==> config.mk <==
export PLATFORM = sky130hd
export DESIGN_NAME = p2m_port
export DESIGN_NICKNAME = d
export VERILOG_FILES = /design/src/logic/p2m_pkg.sv /design/src/logic/p2m_sync.sv /design/src/logic/p2m_port.sv
export VERILOG_INCLUDE_DIRS = /design/src /design/src/logic
export SDC_FILE = /design/constraint.sdc
export NUM_CORES = 1
export LEC_CHECK = 0
export ABC_CLOCK_PERIOD_IN_PS = 1300
export BUFFER_PORTS_ARGS = -buffer_cell sky130_fd_sc_hd__buf_2
export CAP_MARGIN = 30
export CORE_ASPECT_RATIO = 1.4
export CORE_UTILIZATION = 45
export DETAILED_ROUTE_END_ITERATION = 6
export GPL_ROUTABILITY_DRIVEN = 0
export PLACE_DENSITY = 0.8
export SYNTH_ARGS = -nofsm -noshare
export SYNTH_HDL_FRONTEND = slang
export SYNTH_SLANG_ARGS = --single-unit
==> constraint.sdc <==
create_clock -name core_clk -period 1.3 [get_ports core_clk]
set_input_delay 0.13 -clock core_clk [delete_from_list [all_inputs] [get_ports core_clk]]
set_output_delay 0.13 -clock core_clk [all_outputs]
set_load 0.005 [all_outputs]
==> src/logic/p2m_defs.svh <==
// Constants for the upper port-2 pin multiplexer: bit positions, codes and reset values.
// Assumes inclusion by bare name from the package and the design modules.
`ifndef P2M_DEFS_SVH
`define P2M_DEFS_SVH

`define P2M_BIT_STE 2
`define P2M_BIT_SVS 3
`define P2M_BIT_TXD 4
`define P2M_BIT_RXD 5
`define P2M_BIT_SW6 6
`define P2M_BIT_SW7 7
`define P2M_PAD_LO 2
`define P2M_PAD_HI 5
`define P2M_SVS_ALL_ONES 4'hF
`define P2M_RST_BITS 6'h00
`define P2M_RST_PADS 4'h0
`define P2M_RST_OE_N 4'hF
`define P2M_SYNC_STAGES 2

`endif

==> src/logic/p2m_pkg.sv <==
// Types shared by the upper port-2 pin multiplexer files.
// Assumes p2m_defs.svh is reachable on the include path.
`include "p2m_defs.svh"

package p2m_pkg;
   typedef logic [7:2] p2m_bits_t;
   typedef logic [5:2] p2m_pads_t;
   typedef logic [3:0] p2m_level_t;
endpackage : p2m_pkg

==> src/logic/p2m_sync.sv <==
// Two-flop level synchroniser for the bonded pad inputs.
// Assumes pads are asynchronous to core_clk; output is the second stage only.
`timescale 1ns/100ps
`include "p2m_defs.svh"

module p2m_sync
   import p2m_pkg::*;
(
   input wire logic core_clk, // System clock
   input wire logic nrst, // Asynchronous reset, active low
   input wire logic ce, // Clock enable, freezes state when low
   input wire p2m_pads_t din, // Raw pad levels
   output p2m_pads_t dout // Synchronised pad levels
);

   p2m_pads_t stage1;

   // First stage feeds only the second stage to keep metastability contained
   always_ff @(posedge core_clk or negedge nrst) begin
      if (!nrst) begin
         stage1 <= `P2M_RST_PADS;
         dout <= `P2M_RST_PADS;
      end else if (ce) begin
         stage1 <= din;
         dout <= stage1;
      end
   end

endmodule : p2m_sync

==> src/logic/p2m_port.sv <==
// Pin multiplexer and general-purpose logic for port-2 bits 2 to 7.
// Assumes the port control bits are held by software-facing registers outside and arrive as
// plain levels; the flag write strobe is a single-cycle pulse synchronous to core_clk.
`timescale 1ns/100ps
`include "p2m_defs.svh"

////////////////////////////////////////////////////////////////////////////////////////////
// Notes on behaviour
// - Digital path of pins 2-5 works only while its analog-disable gate is low.
// - Bit 2 forced input in module mode; module output low; pad feeds slave tx-enable.
// - Bit 3 direction from its own direction bit; module output constant low.
// - Bit 3 analog-disable gate asserts only when supply-monitor level is all ones.
// - Bit 4 forced output in module mode, driving serial transmit data to the pad.
// - Bit 5 forced input in module mode, module output low, pad feeds serial receive.
// - Bits 6 and 7 keep all registers, no pads, module output low, own direction.
// - Flags of bits 6 and 7 change only through software writes.
// - Interrupt request raised when any set flag has its enable bit set.
module p2m_port
   import p2m_pkg::*;
(
   input wire logic core_clk, // System clock, 25 MHz
   input wire logic nrst, // Asynchronous reset, active low
   input wire logic ce, // Clock enable, freezes all state when low
   input wire p2m_bits_t pin_function_select, // 1 selects the module function
   input wire p2m_bits_t pin_direction_bit, // 1 selects output in port mode
   input wire p2m_bits_t pin_output_value, // Port-mode output levels
   input wire p2m_bits_t pin_irq_enable, // Per-bit interrupt enable
   input wire p2m_bits_t pin_irq_edge_select, // 0 rising, 1 falling
   input wire logic pin_irq_flag_wr, // One-cycle software write strobe for the flags
   input wire p2m_bits_t pin_irq_flag_wdata, // Flag values written by software
   input wire p2m_level_t supply_monitor_level, // Supply-monitor level field
   input wire logic serial_tx_out, // Transmit data from the serial unit
   input wire p2m_pads_t pad_in, // Pad input levels
   output p2m_pads_t pad_out, // Pad output levels
   output p2m_pads_t pad_oe_n, // Pad output enable, low while driving
   output p2m_bits_t pin_input_value, // Readback of synchronised pad levels
   output p2m_bits_t pin_irq_flag, // Interrupt flags
   output p2m_bits_t pin_dir_effective, // Direction actually applied, 1 output
   output p2m_pads_t analog_input_disable_gate, // Gates that block the digital path
   output logic serial_slave_tx_enable, // Pad level to serial slave tx-enable
   output logic serial_rx_in, // Pad level to serial receive
   output logic port_irq // Port interrupt request
);

   p2m_pads_t pad_sync;
   p2m_pads_t pad_prev;
   p2m_pads_t gate;
   p2m_pads_t hw_set;
   p2m_bits_t mod_dir;
   p2m_bits_t mod_out;
   p2m_bits_t next_dir;
   p2m_bits_t next_val;
   p2m_bits_t next_flag;

   // Edge match for one pin: rising when select is 0, falling when 1
   function automatic logic edge_hit(input logic prev, input logic cur, input logic fall);
      edge_hit = fall ? (prev & ~cur) : (~prev & cur);
   endfunction : edge_hit

   ////////////////////////////////////////////////////////////////////////////////////////
   // Pad input path

   p2m_sync u_sync (
      .core_clk(core_clk),
      .nrst(nrst),
      .ce(ce),
      .din(pad_in),
      .dout(pad_sync)
   );

   always_comb begin
      gate = `P2M_RST_PADS;
      gate[`P2M_BIT_SVS] = (supply_monitor_level == `P2M_SVS_ALL_ONES);
   end

   // Previous sample of the gated level for edge detection
   always_ff @(posedge core_clk or negedge nrst) begin
      if (!nrst) begin
         pad_prev <= `P2M_RST_PADS;
      end else if (ce) begin
         pad_prev <= pad_sync & ~gate;
      end
   end

   always_comb begin
      hw_set = `P2M_RST_PADS;
      for (int i = `P2M_PAD_LO; i <= `P2M_PAD_HI; i++) begin
         hw_set[i] = edge_hit(pad_prev[i], pad_sync[i] & ~gate[i], pin_irq_edge_select[i]);
      end
   end

   // Gated input readback; padless bits read zero
   always_ff @(posedge core_clk or negedge nrst) begin
      if (!nrst) begin
         pin_input_value <= `P2M_RST_BITS;
         serial_slave_tx_enable <= 1'b0;
         serial_rx_in <= 1'b0;
         analog_input_disable_gate <= `P2M_RST_PADS;
      end else if (ce) begin
         pin_input_value <= {2'h0, pad_sync & ~gate};
         serial_slave_tx_enable <= pad_sync[`P2M_BIT_STE];
         serial_rx_in <= pad_sync[`P2M_BIT_RXD];
         analog_input_disable_gate <= gate;
      end
   end

   ////////////////////////////////////////////////////////////////////////////////////////
   // Direction and output multiplexing

   always_comb begin
      mod_dir = pin_direction_bit;
      mod_dir[`P2M_BIT_STE] = 1'b0;
      mod_dir[`P2M_BIT_TXD] = 1'b1;
      mod_dir[`P2M_BIT_RXD] = 1'b0;
      mod_out = `P2M_RST_BITS;
      mod_out[`P2M_BIT_TXD] = serial_tx_out;
      for (int i = 2; i <= 7; i++) begin
         next_dir[i] = pin_function_select[i] ? mod_dir[i] : pin_direction_bit[i];
         next_val[i] = pin_function_select[i] ? mod_out[i] : pin_output_value[i];
      end
   end

   // A disabled digital path leaves the pad undriven; driven level is registered
   always_ff @(posedge core_clk or negedge nrst) begin
      if (!nrst) begin
         pad_out <= `P2M_RST_PADS;
         pad_oe_n <= `P2M_RST_OE_N;
         pin_dir_effective <= `P2M_RST_BITS;
      end else if (ce) begin
         pad_out <= next_val[5:2];
         pad_oe_n <= ~(next_dir[5:2] & ~gate);
         pin_dir_effective <= next_dir;
      end
   end

   ////////////////////////////////////////////////////////////////////////////////////////
   // Interrupt flags

   // Hardware set wins over a software write in the same cycle
   always_comb begin
      next_flag = pin_irq_flag_wr ? pin_irq_flag_wdata : pin_irq_flag;
      next_flag[5:2] = next_flag[5:2] | hw_set;
   end

   always_ff @(posedge core_clk or negedge nrst) begin
      if (!nrst) begin
         pin_irq_flag <= `P2M_RST_BITS;
      end else if (ce) begin
         pin_irq_flag <= next_flag;
      end
   end

   always_ff @(posedge core_clk or negedge nrst) begin
      if (!nrst) begin
         port_irq <= 1'b0;
      end else if (ce) begin
         port_irq <= |(pin_irq_flag & pin_irq_enable);
      end
   end

endmodule : p2m_port

### Word-level counts from Yosys, hierarchy flattened

Cells that the tools add are included.
Widths: inputs -> output; s select.

| word-level totals | value |
|---|---|
| register bits | 36 |
| bits of input ports | 49 |
| output and inout port bits | 33 |
| logic and storage cells | 51 |

| cells by class | value |
|---|---|
| equality and inequality tests | 1 |
| multiplexer cells | 12 |
| bitwise logic cells | 24 |
| reduce and logical (&&, ||, !) cells | 2 |

Operators by type and width:

| kind | count |
|---|---|
| $mux 1 | 11 |
| $and 1x1->1 | 9 |
| $not 1->1 | 9 |
| $and 4x4->4 | 2 |
| $and 6x6->6 | 1 |
| $reduce_or 6->1 | 1 |
| $eq 4x4->1 const B | 1 |
| $mux 4 | 1 |
| $not 2->4 | 1 |
| $not 4->4 | 1 |
| $or 4x4->4 | 1 |
| $reduce_and 2->1 | 1 |

### Longest topological paths before layout

Gate-level depths: netlist (run 1).

| depth | value |
|---|---|
| depth in word-level cells | 7 |
| gate-level depth with buffers | 4 |
| mapped depth without buffers | 3 |

### Modules after synthesis

A second synthesis (run 1) with hierarchy kept.

| second synthesis, totals | value |
|---|---|
| cells, all modules | 125 |
| area total of the unflattened synthesis | 1607.8 µm² |

By module, submodules not included:

| module | times used | cells each | area an instance (µm²) | seq. area each (µm²) |
|---|---|---|---|---|
| p2m_port | 1 | 108 | 1276.2 | 655.6 |
| p2m_sync | 1 | 17 | 331.6 | 200.2 |

### Worst setup path before layout (run 1)

OpenSTA, ideal clock, no wires.

| path | value |
|---|---|
| path kind | register -> register |
| from | register pad_prev[0] |
| to | register pin_irq_flag[0] |
| data arrival time | 0.895 ns |
| data required time | 1.170 ns |
| path slack | 0.276 ns |
| cell stages (with the launch flop) | 4 |
| path buffers | 0 |
| path through | dfrtp_1 and3b_2 o31ai_1 a21oi_1 |

| on the way | value |
|---|---|
| word-level cells in the longest chain between the ends | 4 |
| elaborated cells on any way between the ends | 5 |
| classes of those cells | 1 x mux; 4 x bitwise |

Ends and longest elaborated chain:

| what | line | source |
|---|---|---|
| start: declaration | p2m_port.sv:46 | `p2m_pads_t pad_prev;` |
| start signal: assignment | p2m_port.sv:79 | `` pad_prev <= `P2M_RST_PADS; `` |
| start signal: assignment | p2m_port.sv:81 | `pad_prev <= pad_sync & ~gate;` |
| $not 1->1 | p2m_port.sv:57 | `edge_hit = fall ? (prev & ~cur) : (~prev & cur);` |
| $and 1x1->1 | p2m_port.sv:57 |  |
| $mux 1 * | p2m_port.sv:57 |  |
| $or 4x4->4 * | p2m_port.sv:142 | `next_flag[5:2] = next_flag[5:2] \| hw_set;` |
| end signal: assignment | p2m_port.sv:147 | `` pin_irq_flag <= `P2M_RST_BITS; `` |
| end signal: assignment | p2m_port.sv:149 | `pin_irq_flag <= next_flag;` |
| end: declaration | p2m_port.sv:37 | `output p2m_bits_t pin_irq_flag,` |

Every way passes the cells marked *; elsewhere a longest branch is shown, timed or not.
A chain may end at the register's enable or synchronous reset.

### Final worst setup path (run 1)

| path | value |
|---|---|
| from | register pad_prev[2] |
| to | register pin_irq_flag[2] |

The elaborated chain is that of the path after synthesis.

==> results of run 1 <==
## synthesized netlist by cell type, drive strengths merged
| cell | count | area (sq um) |
|---|---|---|
| nand3b | 5 | 37.5 |
| buf | 12 | 98.8 |
| nand2 | 1 | 11.3 |
| o21a | 2 | 15.0 |
| nand4 | 1 | 6.26 |
| dfstp | 4 | 105 |
| dfrtp | 30 | 751 |
| nand4b | 1 | 8.76 |
| and3b | 3 | 27.5 |
| nor3b | 3 | 22.5 |
| and4bb | 1 | 12.5 |
| o21ai | 6 | 30.0 |
| conb | 1 | 3.75 |
| and3 | 1 | 6.26 |
| a22o | 1 | 8.76 |
| a31oi | 2 | 12.5 |
| nor2 | 5 | 18.8 |
| a22oi | 1 | 7.51 |
| a221oi | 1 | 8.76 |
| inv | 10 | 37.5 |
| a21oi | 5 | 25.0 |
| nor4 | 3 | 18.8 |
| mux2i | 4 | 40.0 |
| mux2 | 17 | 240 |
| o31ai | 3 | 22.5 |
| nand3 | 2 | 10.0 |
## cells by family (layout without fill, tap and decap cells)
group	Yosys count	count (layout)	synth area share, %
simple gates	26	26	11.4
other cells	1	5	0.236
buf+inv	22	95	8.60
flops	34	34	53.9
mux	21	21	17.7
compound gates	21	21	8.20
## power by group through the flow
stage | sequential [uW] | combinational (uW) | clock, uW
after CTS | 1290 | 494 | 952
final | 1290 | 486 | 925
after detailed placement | 1310 | 486 | 0
after floorplan | 1300 | 274 | 0
after global placement | 1300 | 473 | 0
after global routing | 1310 | 540 | 1010
## final cells by class
cell class,instances,share of cell area [%]
Inverter,10,1.82
Sequential cell,34,41.5
Clock buffer,7,3.70
Multi-Input combinational cell,73,29.5
Tap cell,40,2.42
Clock inverter,1,1.45
Timing Repair Buffer,77,19.6
## worst max path at each step
| stage | cells past startpoint | endpoint | startpoint | slack, ns |
|---|---|---|---|---|
| after floorplan | 3 | pin_irq_flag[0] | pad_prev[0] | 0.28 |
| after global placement | 3 | pin_dir_effective[1] | ce | 0.08 |
| after detailed placement | 3 | pin_dir_effective[4] | ce | 0.07 |
| after CTS | 3 | pin_irq_flag[2] | pad_prev[2] | 0.16 |
| after global routing | 3 | pin_irq_flag[2] | pad_prev[2] | 0.08 |
| final | 3 | pin_irq_flag[2] | pad_prev[2] | 0.17 |
## metrics by stage
stage               instances  area, sq um  utilization, %  worst slack, ns  hold slack, ns
finish                    242         2060            61.1            0.169          0.0181
global route              242         2060            61.1           0.0804          0.0273
CTS                       242         2060            61.1            0.163         0.00966
detailed placement        233         1950            57.7           0.0734           0.178
global placement          233         1950            57.7           0.0834           0.177
floorplan                 129         1600               -            0.276          -0.166
## layer usage
metal	GRT usage (%)	wire, um	part of all wire [%]	vias up
li1	-	-	-	580
met1	20.4	1240	39	573
met2	32.1	1710	54	35
met3	5.24	145	4.6	8
met4	11.7	85	2.7	0
met5	0	0	0	-
## state kept, by name (all words and copies together) (netlist names)
| name | cells |
|---|---|
| pad_oe_n | 4 |
| pad_out | 4 |
| pin_irq_flag | 6 |
| port_irq | 1 |
| u_sync.stage1 | 4 |
| pad_prev | 4 |
| u_sync.dout | 4 |
| pin_dir_effective | 6 |
| analog_input_disable_gate | 1 |
==> flow_summary.html, run 1 <==
<table>
<tr><th>Metric</th><th>Value</th></tr>
<tr><th colspan="2">Finish</th></tr>
<tr><td>Layout fillers</td><td>290</td></tr>
<tr><td>Most common cell after layout, fill and taps aside</td><td>buf_2</td></tr>
<tr><td>Area taken by flip-flops and latches</td><td>856 sq um</td></tr>
<tr><td>Number of antenna cells inserted</td><td>0</td></tr>
<tr><td>Combined area of the multi-input logic cells</td><td>609 sq um</td></tr>
<tr><td>Layout cells sized above 1</td><td>52.5%</td></tr>
<tr><td>Layout area overhead</td><td>30.1%</td></tr>
<tr><td>Most used cells in the layout excluding fill and tap cells</td><td>buf_2 (70), dfrtp_1 (30), mux2_4 (13)</td></tr>
<tr><td>Number of nets in the final layout</td><td>250</td></tr>
<tr><th colspan="2">Worst setup path</th></tr>
<tr><td>Critical register-to-register path endpoint</td><td>pin_irq_flag[2]</td></tr>
<tr><td>Worst setup path class</td><td>reg -&gt; reg</td></tr>
<tr><td>Slowest library cell on the worst path</td><td>dfrtp_1</td></tr>
<tr><td>Crit-path leading delay family</td><td>flip-flops</td></tr>
<tr><td>Max incr delay on CP</td><td>0.41 ns</td></tr>
<tr><td>Start of the worst register-to-register path</td><td>pad_prev[2]</td></tr>
<tr><td>Setup slack of the worst register-to-register path</td><td>0.17 ns</td></tr>
<tr><td>Buffering stage count on the worst path with inverters included</td><td>0</td></tr>
<tr><td>Kind of end point of the critical path</td><td>flip-flop</td></tr>
<tr><td>CP max FO</td><td>4</td></tr>
<tr><td>Critical path arrival</td><td>1.29 ns</td></tr>
<tr><td>Required time at the worst-slack endpoint</td><td>1.46 ns</td></tr>
<tr><td>Number of cell instances on the worst register-to-register path</td><td>3</td></tr>
<tr><td>Cell breakdown of the critical path</td><td>and3b_1 -&gt; o31ai_1 -&gt; a21oi_1</td></tr>
<tr><td>Critical path startpoint category</td><td>flip-flop</td></tr>
<tr><th colspan="2">Timing</th></tr>
<tr><td>Tmin final</td><td>1.13 ns</td></tr>
<tr><td>Setup violation total in the final timing report</td><td>0</td></tr>
<tr><td>Sum of negative setup slack</td><td>0 ns</td></tr>
<tr><td>Post-route clock skew</td><td>0.00485 ns</td></tr>
<tr><td>Crit share post-route</td><td>87.0%</td></tr>
<tr><td>Hold Fails Final Rpt</td><td>0</td></tr>
<tr><td>RSZ-0062 raised after global routing</td><td>no</td></tr>
<tr><td>Achievable frequency</td><td>0.884 GHz</td></tr>
<tr><td>Max-slew violation count</td><td>0</td></tr>
<tr><th colspan="2">Clocking</th></tr>
<tr><td>Root cell of the clock tree</td><td>clkbuf_8</td></tr>
<tr><td>Clock tree from TritonCTS</td><td>done</td></tr>
<tr><td>Buffers inserted by post-CTS timing repair</td><td>0</td></tr>
<tr><td>Max clock buf depth</td><td>2</td></tr>
<tr><td>Worst-Skew Late Latency</td><td>0.28 ns</td></tr>
<tr><td># clock sinks</td><td>34</td></tr>
<tr><td>Inserted Clock Buffers</td><td>5</td></tr>
<tr><td>Clock input transition at the sequential cells of the worst setup and hold paths</td><td>0.07 ns</td></tr>
<tr><td>Maximum level of the CTS H-tree</td><td>2</td></tr>
<tr><td>Hold-fix buffers at CTS</td><td>1</td></tr>
<tr><td>Number of gates resized after CTS</td><td>0</td></tr>
<tr><th colspan="2">Yosys</th></tr>
<tr><td>Synth Register Bits</td><td>34</td></tr>
<tr><td>Portion of the post-synthesis area used by sequential elements</td><td>53.9%</td></tr>
<tr><td>Gate count after technology mapping</td><td>125</td></tr>
<tr><td>Synthesized area divided by synthesized cell count</td><td>12.7 sq um</td></tr>
<tr><td>Number of unique standard cell types used by synthesis</td><td>30</td></tr>
<tr><td>Post-synthesis instance area</td><td>1590 sq um</td></tr>
<tr><td>Number of warnings printed during yosys synthesis</td><td>0</td></tr>
<tr><th colspan="2">Floorplanning</th></tr>
<tr><td>Top-Level Pins</td><td>82</td></tr>
<tr><td>Total number of placement rows</td><td>25</td></tr>
<tr><td>Vertical die dimension</td><td>72.3 um</td></tr>
<tr><td>Initial Utilization</td><td>47.0%</td></tr>
<tr><td>Die ar.</td><td>3770 sq um</td></tr>
<tr><td>Area inside the core boundary</td><td>3380 sq um</td></tr>
<tr><td>Overall die width</td><td>52.2 um</td></tr>
<tr><th colspan="2">Route</th></tr>
<tr><td>Wire per inst</td><td>13.1 um</td></tr>
<tr><td>DR vias/cell</td><td>4.94</td></tr>
<tr><td>Total length of routed wires</td><td>3.18 mm</td></tr>
<tr><td>Via count</td><td>1196</td></tr>
<tr><td>DRC violation count after routing</td><td>0</td></tr>
<tr><td>Number of detailed-route iterations in the first pass</td><td>4</td></tr>
<tr><td>Number of violations reported at the end of detailed-routing iteration 0</td><td>26</td></tr>
<tr><td>Post-detailed-route count of antenna-violating nets</td><td>0</td></tr>
<tr><th colspan="2">Placement</th></tr>
<tr><td>Count of buffers inserted at the top-level ports</td><td>70</td></tr>
<tr><td>Detailed placer's ending HPWL</td><td>2.33 mm</td></tr>
<tr><th colspan="2">Power</th></tr>
<tr><td>Total power density per cell area</td><td>1310 nW/um^2</td></tr>
<tr><td>Maximum vdd drop</td><td>0.700 mV</td></tr>
<tr><td>NetSw</td><td>647 uW</td></tr>
<tr><td>Fraction of power spent switching nets</td><td>23.9%</td></tr>
<tr><td>Leakage power</td><td>0.00107 uW</td></tr>
<tr><td>Combinational group share of total power</td><td>18.0%</td></tr>
<tr><td>Power consumption</td><td>2700 uW</td></tr>
<tr><td>Fraction of power consumed by sequential logic</td><td>47.8%</td></tr>
<tr><td>Cell-internal power</td><td>2050 uW</td></tr>
<tr><td>Part of the total power dissipated in the clock network</td><td>34.2%</td></tr>
<tr><th colspan="2">Run status</th></tr>
<tr><td>Run status</td><td>finished, final reports clean</td></tr>
<tr><th colspan="2">Global route</th></tr>
<tr><td>Congestion Overflow GR</td><td>0</td></tr>
<tr><td>Global-route wire length before repair</td><td>5.09 mm</td></tr>
<tr><td>Initial antenna violation count</td><td>0</td></tr>
<tr><td>Number of global-route vias before repair</td><td>1202</td></tr>
<tr><td>GRT Util Overall</td><td>19.0%</td></tr>
<tr><td>Pin count of the biggest net entering global routing</td><td>35</td></tr>
<tr><th colspan="2">Min path</th></tr>
<tr><td>Endpoint with the worst hold slack</td><td>pad_oe_n[1]</td></tr>
<tr><td>Launch point of the worst hold path</td><td>pin_direction_bit[1]</td></tr>
<tr><td>Min-Delay Path Class</td><td>in -&gt; reg</td></tr>
<tr><td>Depth of the worst hold-timing path</td><td>2</td></tr>
<tr><th colspan="2">Flow run</th></tr>
<tr><td>Max-cap check violation count</td><td>0</td></tr>
</table>
(Power assumes the default switching activity.)
==> run 2: changes to the inputs <==
- CORE_MARGIN: unset -> 1.5
==> run 2 against run 1 <==
  * Total power shrank 5.6%
  * Design area rose by 0.24%
  * Sequential cell count did not move
  * Critical endpoint is now port_irq
  * Largest cell class unchanged
  * Register-to-register slack improved by 0.06 ns
==> flow_summary.html, run 2 (synthesis gave the netlist of run 1 again) <==
<table>
<tr><th>Metric</th><th>Value</th></tr>
<tr><th colspan="2">Clocking</th></tr>
<tr><td>Root cell of the clock tree</td><td>clkbuf_8</td></tr>
<tr><td>Max clock buf depth</td><td>2 (unchanged)</td></tr>
<tr><td># clock sinks</td><td>34 (unchanged)</td></tr>
<tr><td>Worst-Skew Late Latency</td><td>0.28 ns (about the same)</td></tr>
<tr><td>Number of gates resized after CTS</td><td>0 (unchanged)</td></tr>
<tr><td>Inserted Clock Buffers</td><td>5 (unchanged)</td></tr>
<tr><td>Clock tree from TritonCTS</td><td>done</td></tr>
<tr><td>Maximum level of the CTS H-tree</td><td>2 (unchanged)</td></tr>
<tr><td>Clock input transition at the sequential cells of the worst setup and hold paths</td><td>0.06 ns (about the same)</td></tr>
<tr><th colspan="2">Power</th></tr>
<tr><td>NetSw</td><td>637 uW (-1.5%)</td></tr>
<tr><td>Leakage power</td><td>0.00107 uW (about the same)</td></tr>
<tr><td>Cell-internal power</td><td>1910 uW (-6.8%)</td></tr>
<tr><td>Part of the total power dissipated in the clock network</td><td>30.5% (-3.7 points)</td></tr>
<tr><td>Total power density per cell area</td><td>1230 nW/um^2 (-5.8%)</td></tr>
<tr><td>Fraction of power spent switching nets</td><td>25.0% (+1.0 points)</td></tr>
<tr><td>Combinational group share of total power</td><td>19.0% (+1.0 points)</td></tr>
<tr><td>Maximum vdd drop</td><td>0.806 mV (+15%)</td></tr>
<tr><td>Fraction of power consumed by sequential logic</td><td>50.4% (+2.6 points)</td></tr>
<tr><th colspan="2">Floorplanning</th></tr>
<tr><td>Vertical die dimension</td><td>73.3 um (+1.4%)</td></tr>
<tr><td>Die ar.</td><td>3900 sq um (+3.3%)</td></tr>
<tr><td>Total number of placement rows</td><td>25 (unchanged)</td></tr>
<tr><td>Top-Level Pins</td><td>82 (unchanged)</td></tr>
<tr><td>Overall die width</td><td>53.2 um (+1.9%)</td></tr>
<tr><td>Initial Utilization</td><td>47.0% (unchanged)</td></tr>
<tr><td>Area inside the core boundary</td><td>3380 sq um (unchanged)</td></tr>
<tr><th colspan="2">Finish</th></tr>
<tr><td>Number of nets in the final layout</td><td>249 (-0.40%)</td></tr>
<tr><td>Number of antenna cells inserted</td><td>0 (unchanged)</td></tr>
<tr><td>Layout area overhead</td><td>30.4%</td></tr>
<tr><td>Final standard cell count with taps included and fillers excluded</td><td>241 (-0.41%)</td></tr>
<tr><td>Largest registers</td><td>pin_dir_effective x6, pin_irq_flag x6</td></tr>
<tr><td>Area of all placed cells without fillers</td><td>2070 sq um (+0.24%)</td></tr>
<tr><td>Most common cell after layout, fill and taps aside</td><td>buf_2</td></tr>
<tr><td>Layout cells sized above 1</td><td>52.2% (-0.24 points)</td></tr>
<tr><td>Most used cells in the layout excluding fill and tap cells</td><td>buf_2 (70), dfrtp_1 (30), mux2_4 (13)</td></tr>
<tr><th colspan="2">Flow run</th></tr>
<tr><td>Max-cap check violation count</td><td>0 (unchanged)</td></tr>
<tr><th colspan="2">Min path</th></tr>
<tr><td>Endpoint with the worst hold slack</td><td>u_sync.stage1[1]</td></tr>
<tr><td>Depth of the worst hold-timing path</td><td>2 (unchanged)</td></tr>
<tr><td>Min-Delay Path Class</td><td>in -&gt; reg</td></tr>
<tr><td>Launch point of the worst hold path</td><td>pad_in[1]</td></tr>
<tr><th colspan="2">Timing</th></tr>
<tr><td>Max-slew violation count</td><td>0 (unchanged)</td></tr>
<tr><td>Tmin final</td><td>1.07 ns (-0.0641 ns)</td></tr>
<tr><td>Crit share post-route</td><td>82.1% (-4.9 points)</td></tr>
<tr><td>Sum of negative setup slack</td><td>0 ns (unchanged)</td></tr>
<tr><td>Achievable frequency</td><td>0.937 GHz (+6.0%)</td></tr>
<tr><td>Hold Slack</td><td>0.0762 ns (+0.0582 ns)</td></tr>
<tr><td>Setup violation total in the final timing report</td><td>0 (unchanged)</td></tr>
<tr><td>RSZ-0062 raised after global routing</td><td>no</td></tr>
<tr><td>Hold Fails Final Rpt</td><td>0 (unchanged)</td></tr>
<tr><td>Post-route clock skew</td><td>0.00497 ns (+0.000115 ns)</td></tr>
<tr><th colspan="2">Route</th></tr>
<tr><td>Wire per inst</td><td>12.2 um (-6.8%)</td></tr>
<tr><td>DRC violation count after routing</td><td>0 (unchanged)</td></tr>
<tr><td>Post-detailed-route count of antenna-violating nets</td><td>0 (unchanged)</td></tr>
<tr><td>Total length of routed wires</td><td>2.95 mm (-7.1%)</td></tr>
<tr><td>Number of violations reported at the end of detailed-routing iteration 0</td><td>12 (-54%)</td></tr>
<tr><td>Number of detailed-route iterations in the first pass</td><td>4 (unchanged)</td></tr>
<tr><td>Via count</td><td>1158 (-3.2%)</td></tr>
<tr><td>DR vias/cell</td><td>4.80 (-2.8%)</td></tr>
<tr><th colspan="2">Worst setup path</th></tr>
<tr><td>Critical register-to-register path endpoint</td><td>port_irq</td></tr>
<tr><td>Worst setup path class</td><td>reg -&gt; reg</td></tr>
<tr><td>Critical path arrival</td><td>1.21 ns (-0.08 ns)</td></tr>
<tr><td>Start of the worst register-to-register path</td><td>pin_irq_flag[0]</td></tr>
<tr><td>Kind of end point of the critical path</td><td>flip-flop</td></tr>
<tr><td>Critical path startpoint category</td><td>flip-flop</td></tr>
<tr><td>Required time at the worst-slack endpoint</td><td>1.45 ns (about the same)</td></tr>
<tr><td>Setup slack of the worst register-to-register path</td><td>0.23 ns (+0.06 ns)</td></tr>
<tr><td>Number of cell instances on the worst register-to-register path</td><td>3 (unchanged)</td></tr>
<tr><td>CP max FO</td><td>3 (-1)</td></tr>
<tr><th colspan="2">Global route</th></tr>
<tr><td>Congestion Overflow GR</td><td>0 (unchanged)</td></tr>
<tr><td>Initial antenna violation count</td><td>0 (unchanged)</td></tr>
<tr><td>Global-route wire length before repair</td><td>4.42 mm (-13%)</td></tr>
<tr><td>Number of global-route vias before repair</td><td>1012 (-16%)</td></tr>
<tr><td>Pin count of the biggest net entering global routing</td><td>26 (-26%)</td></tr>
<tr><td>GRT Util Overall</td><td>16.0% (-3.0 points)</td></tr>
<tr><th colspan="2">Placement</th></tr>
<tr><td>Detailed placer's ending HPWL</td><td>2.28 mm (-2.4%)</td></tr>
<tr><td>Placed standard-cell area</td><td>1960 sq um (+0.51%)</td></tr>
<tr><td>Count of buffers inserted at the top-level ports</td><td>70 (unchanged)</td></tr>
<tr><td>Total placed cells including tap cells</td><td>231 (-0.86%)</td></tr>
<tr><th colspan="2">Run status</th></tr>
<tr><td>Run status</td><td>finished, final reports clean</td></tr>
</table>
## run 2: metrics by stage
step / utilization [%] / power [uW] / worst slack [ns]
2_1_floorplan: - / 1580 / 0.276
3_3_place_gp: 58.0 / 1780 / 0.230
3_5_place_dp: 58.0 / 1790 / 0.207
4_1_cts: 61.3 / 2590 / 0.203
5_1_grt: 61.3 / 2700 / 0.132
6_report: 61.3 / 2550 / 0.233
## run 2: worst max-delay path by stage
stage / start / endpoint / slack (ns) / cells past startpoint
5_1_grt: pad_prev[2] / pin_irq_flag[2] / 0.13 / 3
6_report: pin_irq_flag[0] / port_irq / 0.23 / 3
2_1_floorplan: pad_prev[0] / pin_irq_flag[0] / 0.28 / 3
3_3_place_gp: ce / pin_irq_flag[3] / 0.23 / 5
3_5_place_dp: ce / pin_irq_flag[3] / 0.21 / 5
4_1_cts: pin_irq_flag[0] / port_irq / 0.20 / 3
## run 2: per-layer routing
layer | wire length (um) | part of all wire (%) | vias to the layer above | global-route usage [%]
met3 | 153 | 5.2 | 6 | 5.28
met1 | 1190 | 40 | 537 | 18.2
met4 | 63 | 2.1 | 0 | 7.69
li1 | - | - | 583 | -
met5 | 0 | 0 | - | 0
met2 | 1550 | 52 | 32 | 26.4
## run 2: power groups by stage
stage | clock, uW | combinational [uW] | sequential (uW)
3_3_place_gp | 0 | 479 | 1300
3_5_place_dp | 0 | 489 | 1300
5_1_grt | 857 | 540 | 1300
2_1_floorplan | 0 | 274 | 1300
4_1_cts | 808 | 496 | 1290
6_report | 779 | 486 | 1290
## run 2: critical path, stage by stage (launching register included)
cell and delay, ns:
dfrtp_1 0.39, a22o_1 0.22, a221oi_1 0.20, a31oi_1 0.13
## run 2: final cells by class
class / count / area [sq um]
clock buffers: 7 / 86.3
clock inverters: 1 / 5.00
fillers: 288 / 1310
inverters: 10 / 37.5
multi-input cells: 73 / 609
flip-flops and latches: 34 / 856
well taps: 40 / 50.0
repair buffers: 76 / 425
## run 2: repair_timing
| action | in CTS | in global routing |
|---|---|---|
| buffers inserted | 0 | 0 |
| hold endpoints to repair | 11 | 0 |
| hold buffers | 2 | 0 |
==> run 3: changes to the inputs <==
- ABC_CLOCK_PERIOD_IN_PS: 1300 -> 970
- CORE_UTILIZATION: 45 -> 40
- PLACE_DENSITY: 0.8 -> 0.75
- clock period: 1.3 -> 0.97 ns (I/O delays scaled with it)
==> run 3 against run 2 <==
  * The run now ends with negative setup slack left
  * Sequential power is 33% higher
  * Global-route usage is 1.4 points higher
  * Worst setup slack worse by 0.35 ns
  * Core utilization is 0.18 points higher
  * Worst hold slack worse by 0.033 ns
  * Wire length is 24% higher
  * Combinational power is 97% higher
  * Die area is 12% higher
  * Register-to-register slack worse by 0.35 ns
  * Sequential share of layout area is 3.8 points lower
  * Clock skew is 0.0010 ns lower
  * Largest power group unchanged
==> flow_summary.html, run 3 (synthesis gave the netlist of run 1 again) <==
<table>
<tr><th>Metric</th><th>Value</th></tr>
<tr><th colspan="2">Power</th></tr>
<tr><td>Maximum vdd drop</td><td>1.14 mV (+42%)</td></tr>
<tr><td>Power consumption</td><td>3650 uW (+43%)</td></tr>
<tr><td>Total power density per cell area</td><td>1600 nW/um^2 (+30%)</td></tr>
<tr><td>Leakage power</td><td>0.00115 uW (+8.1%)</td></tr>
<tr><th colspan="2">Timing</th></tr>
<tr><td>Setup violation total in the final timing report</td><td>16 (+16)</td></tr>
<tr><td>Final setup slack of the worst path</td><td>-0.121 ns (-0.354 ns)</td></tr>
<tr><td>Max-slew violation count</td><td>0 (unchanged)</td></tr>
<tr><td>RSZ-0062 raised after global routing</td><td>yes</td></tr>
<tr><td>Sum of negative setup slack</td><td>-0.861 ns (-0.861 ns)</td></tr>
<tr><td>Achievable frequency</td><td>0.916 GHz (-2.2%)</td></tr>
<tr><td>Crit share post-route</td><td>113% (+30 points)</td></tr>
<tr><td>Hold Fails Final Rpt</td><td>0 (unchanged)</td></tr>
<tr><td>Post-route clock skew</td><td>0.00392 ns (-0.00105 ns)</td></tr>
<tr><td>Tmin final</td><td>1.09 ns (+0.0244 ns)</td></tr>
<tr><th colspan="2">Finish</th></tr>
<tr><td>Layout area overhead</td><td>43.6%</td></tr>
<tr><td>Most common cell after layout, fill and taps aside</td><td>buf_2</td></tr>
<tr><td>Layout cells sized above 1</td><td>59.3% (+7.1 points)</td></tr>
<tr><td>Number of antenna cells inserted</td><td>0 (unchanged)</td></tr>
<tr><td>Layout fillers</td><td>313 (+8.7%)</td></tr>
<tr><td>Number of nets in the final layout</td><td>263 (+5.6%)</td></tr>
<tr><td>Most used cells in the layout excluding fill and tap cells</td><td>buf_2 (61), dfrtp_1 (30), buf_6 (15)</td></tr>
<tr><td>Largest registers</td><td>pin_dir_effective x6, pin_irq_flag x6</td></tr>
<tr><td>Core occupancy in the finished layout</td><td>61.4% (+0.18 points)</td></tr>
<tr><th colspan="2">Worst setup path</th></tr>
<tr><td>Required time at the worst-slack endpoint</td><td>1.13 ns (-0.32 ns)</td></tr>
<tr><td>Critical path arrival</td><td>1.25 ns (+0.04 ns)</td></tr>
<tr><td>Max incr delay on CP</td><td>0.41 ns (+0.02 ns)</td></tr>
<tr><td>Critical path startpoint category</td><td>flip-flop</td></tr>
<tr><td>Kind of end point of the critical path</td><td>flip-flop</td></tr>
<tr><td>CP max FO</td><td>3 (unchanged)</td></tr>
<tr><td>Cell breakdown of the critical path</td><td>and3b_2 -&gt; nor4_2 -&gt; a21oi_1</td></tr>
<tr><td>Worst setup path class</td><td>reg -&gt; reg</td></tr>
<tr><td>Slowest library cell on the worst path</td><td>dfrtp_1</td></tr>
<tr><th colspan="2">Global route</th></tr>
<tr><td>Global-route wire length before repair</td><td>5.90 mm (+33%)</td></tr>
<tr><td>Initial antenna violation count</td><td>0 (unchanged)</td></tr>
<tr><td>Congestion Overflow GR</td><td>0 (unchanged)</td></tr>
<tr><td>Pin count of the biggest net entering global routing</td><td>20 (-23%)</td></tr>
<tr><td>GRT Util Overall</td><td>17.4% (+1.4 points)</td></tr>
<tr><td>Number of global-route vias before repair</td><td>1344 (+33%)</td></tr>
<tr><th colspan="2">Route</th></tr>
<tr><td>Post-detailed-route count of antenna-violating nets</td><td>0 (unchanged)</td></tr>
<tr><td>DR vias/cell</td><td>4.91 (+2.3%)</td></tr>
<tr><td>Number of detailed-route iterations in the first pass</td><td>4 (unchanged)</td></tr>
<tr><td>DRC violation count after routing</td><td>0 (unchanged)</td></tr>
<tr><td>Total length of routed wires</td><td>3.64 mm (+24%)</td></tr>
<tr><td>Wire per inst</td><td>14.2 um (+16%)</td></tr>
<tr><td>Number of violations reported at the end of detailed-routing iteration 0</td><td>32 (+20)</td></tr>
<tr><td>Via count</td><td>1258 (+8.6%)</td></tr>
<tr><th colspan="2">Floorplanning</th></tr>
<tr><td>Area inside the core boundary</td><td>3710 sq um (+9.8%)</td></tr>
<tr><td>Overall die width</td><td>56.2 um (+5.7%)</td></tr>
<tr><td>Die ar.</td><td>4360 sq um (+12%)</td></tr>
<tr><td>Top-Level Pins</td><td>82 (unchanged)</td></tr>
<tr><td>Vertical die dimension</td><td>77.5 um (+5.8%)</td></tr>
<tr><td>Total number of placement rows</td><td>26 (+4.0%)</td></tr>
<tr><td>Initial Utilization</td><td>42.8% (-4.2 points)</td></tr>
<tr><th colspan="2">Clocking</th></tr>
<tr><td>Maximum level of the CTS H-tree</td><td>2 (unchanged)</td></tr>
<tr><td>Clock input transition at the sequential cells of the worst setup and hold paths</td><td>0.07 ns (about the same)</td></tr>
<tr><td>Inserted Clock Buffers</td><td>5 (unchanged)</td></tr>
<tr><td>Max clock buf depth</td><td>2 (unchanged)</td></tr>
<tr><td>Clock tree from TritonCTS</td><td>done</td></tr>
<tr><td>Root cell of the clock tree</td><td>clkbuf_8</td></tr>
<tr><td># clock sinks</td><td>34 (unchanged)</td></tr>
<tr><td>Worst-Skew Late Latency</td><td>0.28 ns (about the same)</td></tr>
<tr><th colspan="2">Min path</th></tr>
<tr><td>Min-Delay Path Class</td><td>in -&gt; reg</td></tr>
<tr><th colspan="2">Placement</th></tr>
<tr><td>Detailed placer's ending HPWL</td><td>2.61 mm (+15%)</td></tr>
<tr><td>Placement-stage worst setup slack</td><td>-0.0725 ns (-0.279 ns)</td></tr>
<tr><td>Count of buffers inserted at the top-level ports</td><td>70 (unchanged)</td></tr>
<tr><th colspan="2">Run status</th></tr>
<tr><td>Violations in the final reports</td><td>negative setup slack</td></tr>
<tr><td>Run status</td><td>complete, but fails checks</td></tr>
<tr><th colspan="2">Flow run</th></tr>
<tr><td>Max-cap check violation count</td><td>0 (unchanged)</td></tr>
</table>
-- run 3: cell types whose count changed in the layout (fill, tap and decap cells not counted), sizes merged --
cell    previous run  this run
buf               74        88
clkinv             1         0
-- run 3: path summary, 6_finish.rpt --
check	endpoint	cells after the start	slack, ns	start
min in group asynchronous	pad_out[1]	2	0.29	nrst
worst min register to register	pad_oe_n[1]	2	0.50	pad_oe_n[1]
max in group asynchronous	pad_prev[0]	3	0.25	nrst
worst max register to register	pin_irq_flag[2]	3	-0.12	pad_prev[2]
worst min-delay path	pin_dir_effective[5]	2	0.04	pin_direction_bit[5]
worst max-delay path	pin_irq_flag[2]	3	-0.12	pad_prev[2]
-- run 3: through the flow --
stage                     instances  area, sq um  hold WS (ns)
after detailed placement        244         2040        0.0423
after global placement          244         2040        0.0361
after floorplan                 129         1610        -0.199
after global routing            256         2280        0.0415
after CTS                       255         2210        0.0353
final                           256         2280        0.0434
-- run 3: timing repair --
item / in CTS / in global routing
pin swaps: 1 / 8
gates resized for setup: 11 / 13
endpoints found under the setup margin: 15 / 16
hold buffers: 2 / 0
cloned: 0 / 0
hold endpoints to repair: 12 / 0
setup buffers: 2 / 1
-- run 3: layout make-up --
class / count / area (sq um) / share of cell area, %
Sequential cell: 34 / 856 / 37.6
Tap cell: 42 / 52.6 / 2.31
Multi-Input combinational cell: 73 / 659 / 28.9
Timing Repair Buffer: 90 / 597 / 26.2
Inverter: 10 / 37.5 / 1.65
Clock buffer: 7 / 76.3 / 3.35
-- run 3: layer usage --
layer  vias up  part of all wire [%]  track usage [%]
li1        603                     -                -
met1       596                    39             19.1
met2        47                    52             30.5
met3        12                   4.9             5.33
met4         0                   3.7             7.38
met5         -                     0                0
-- run 3: power by group --
group          leakage (uW)  internal (uW)  switching [uW]  total (uW)
combinational      0.000721            606             350         956
clock             0.0000383            494             473         967
sequential         0.000393           1600             122        1720
-- run 3: critical path, delay by kind of cell, from the launching register on --
family,cells,cell delay (ns)
AND/OR/NAND/NOR,2,0.49
flip-flops,1,0.41
AO/OA/AOI/OAI,1,0.07
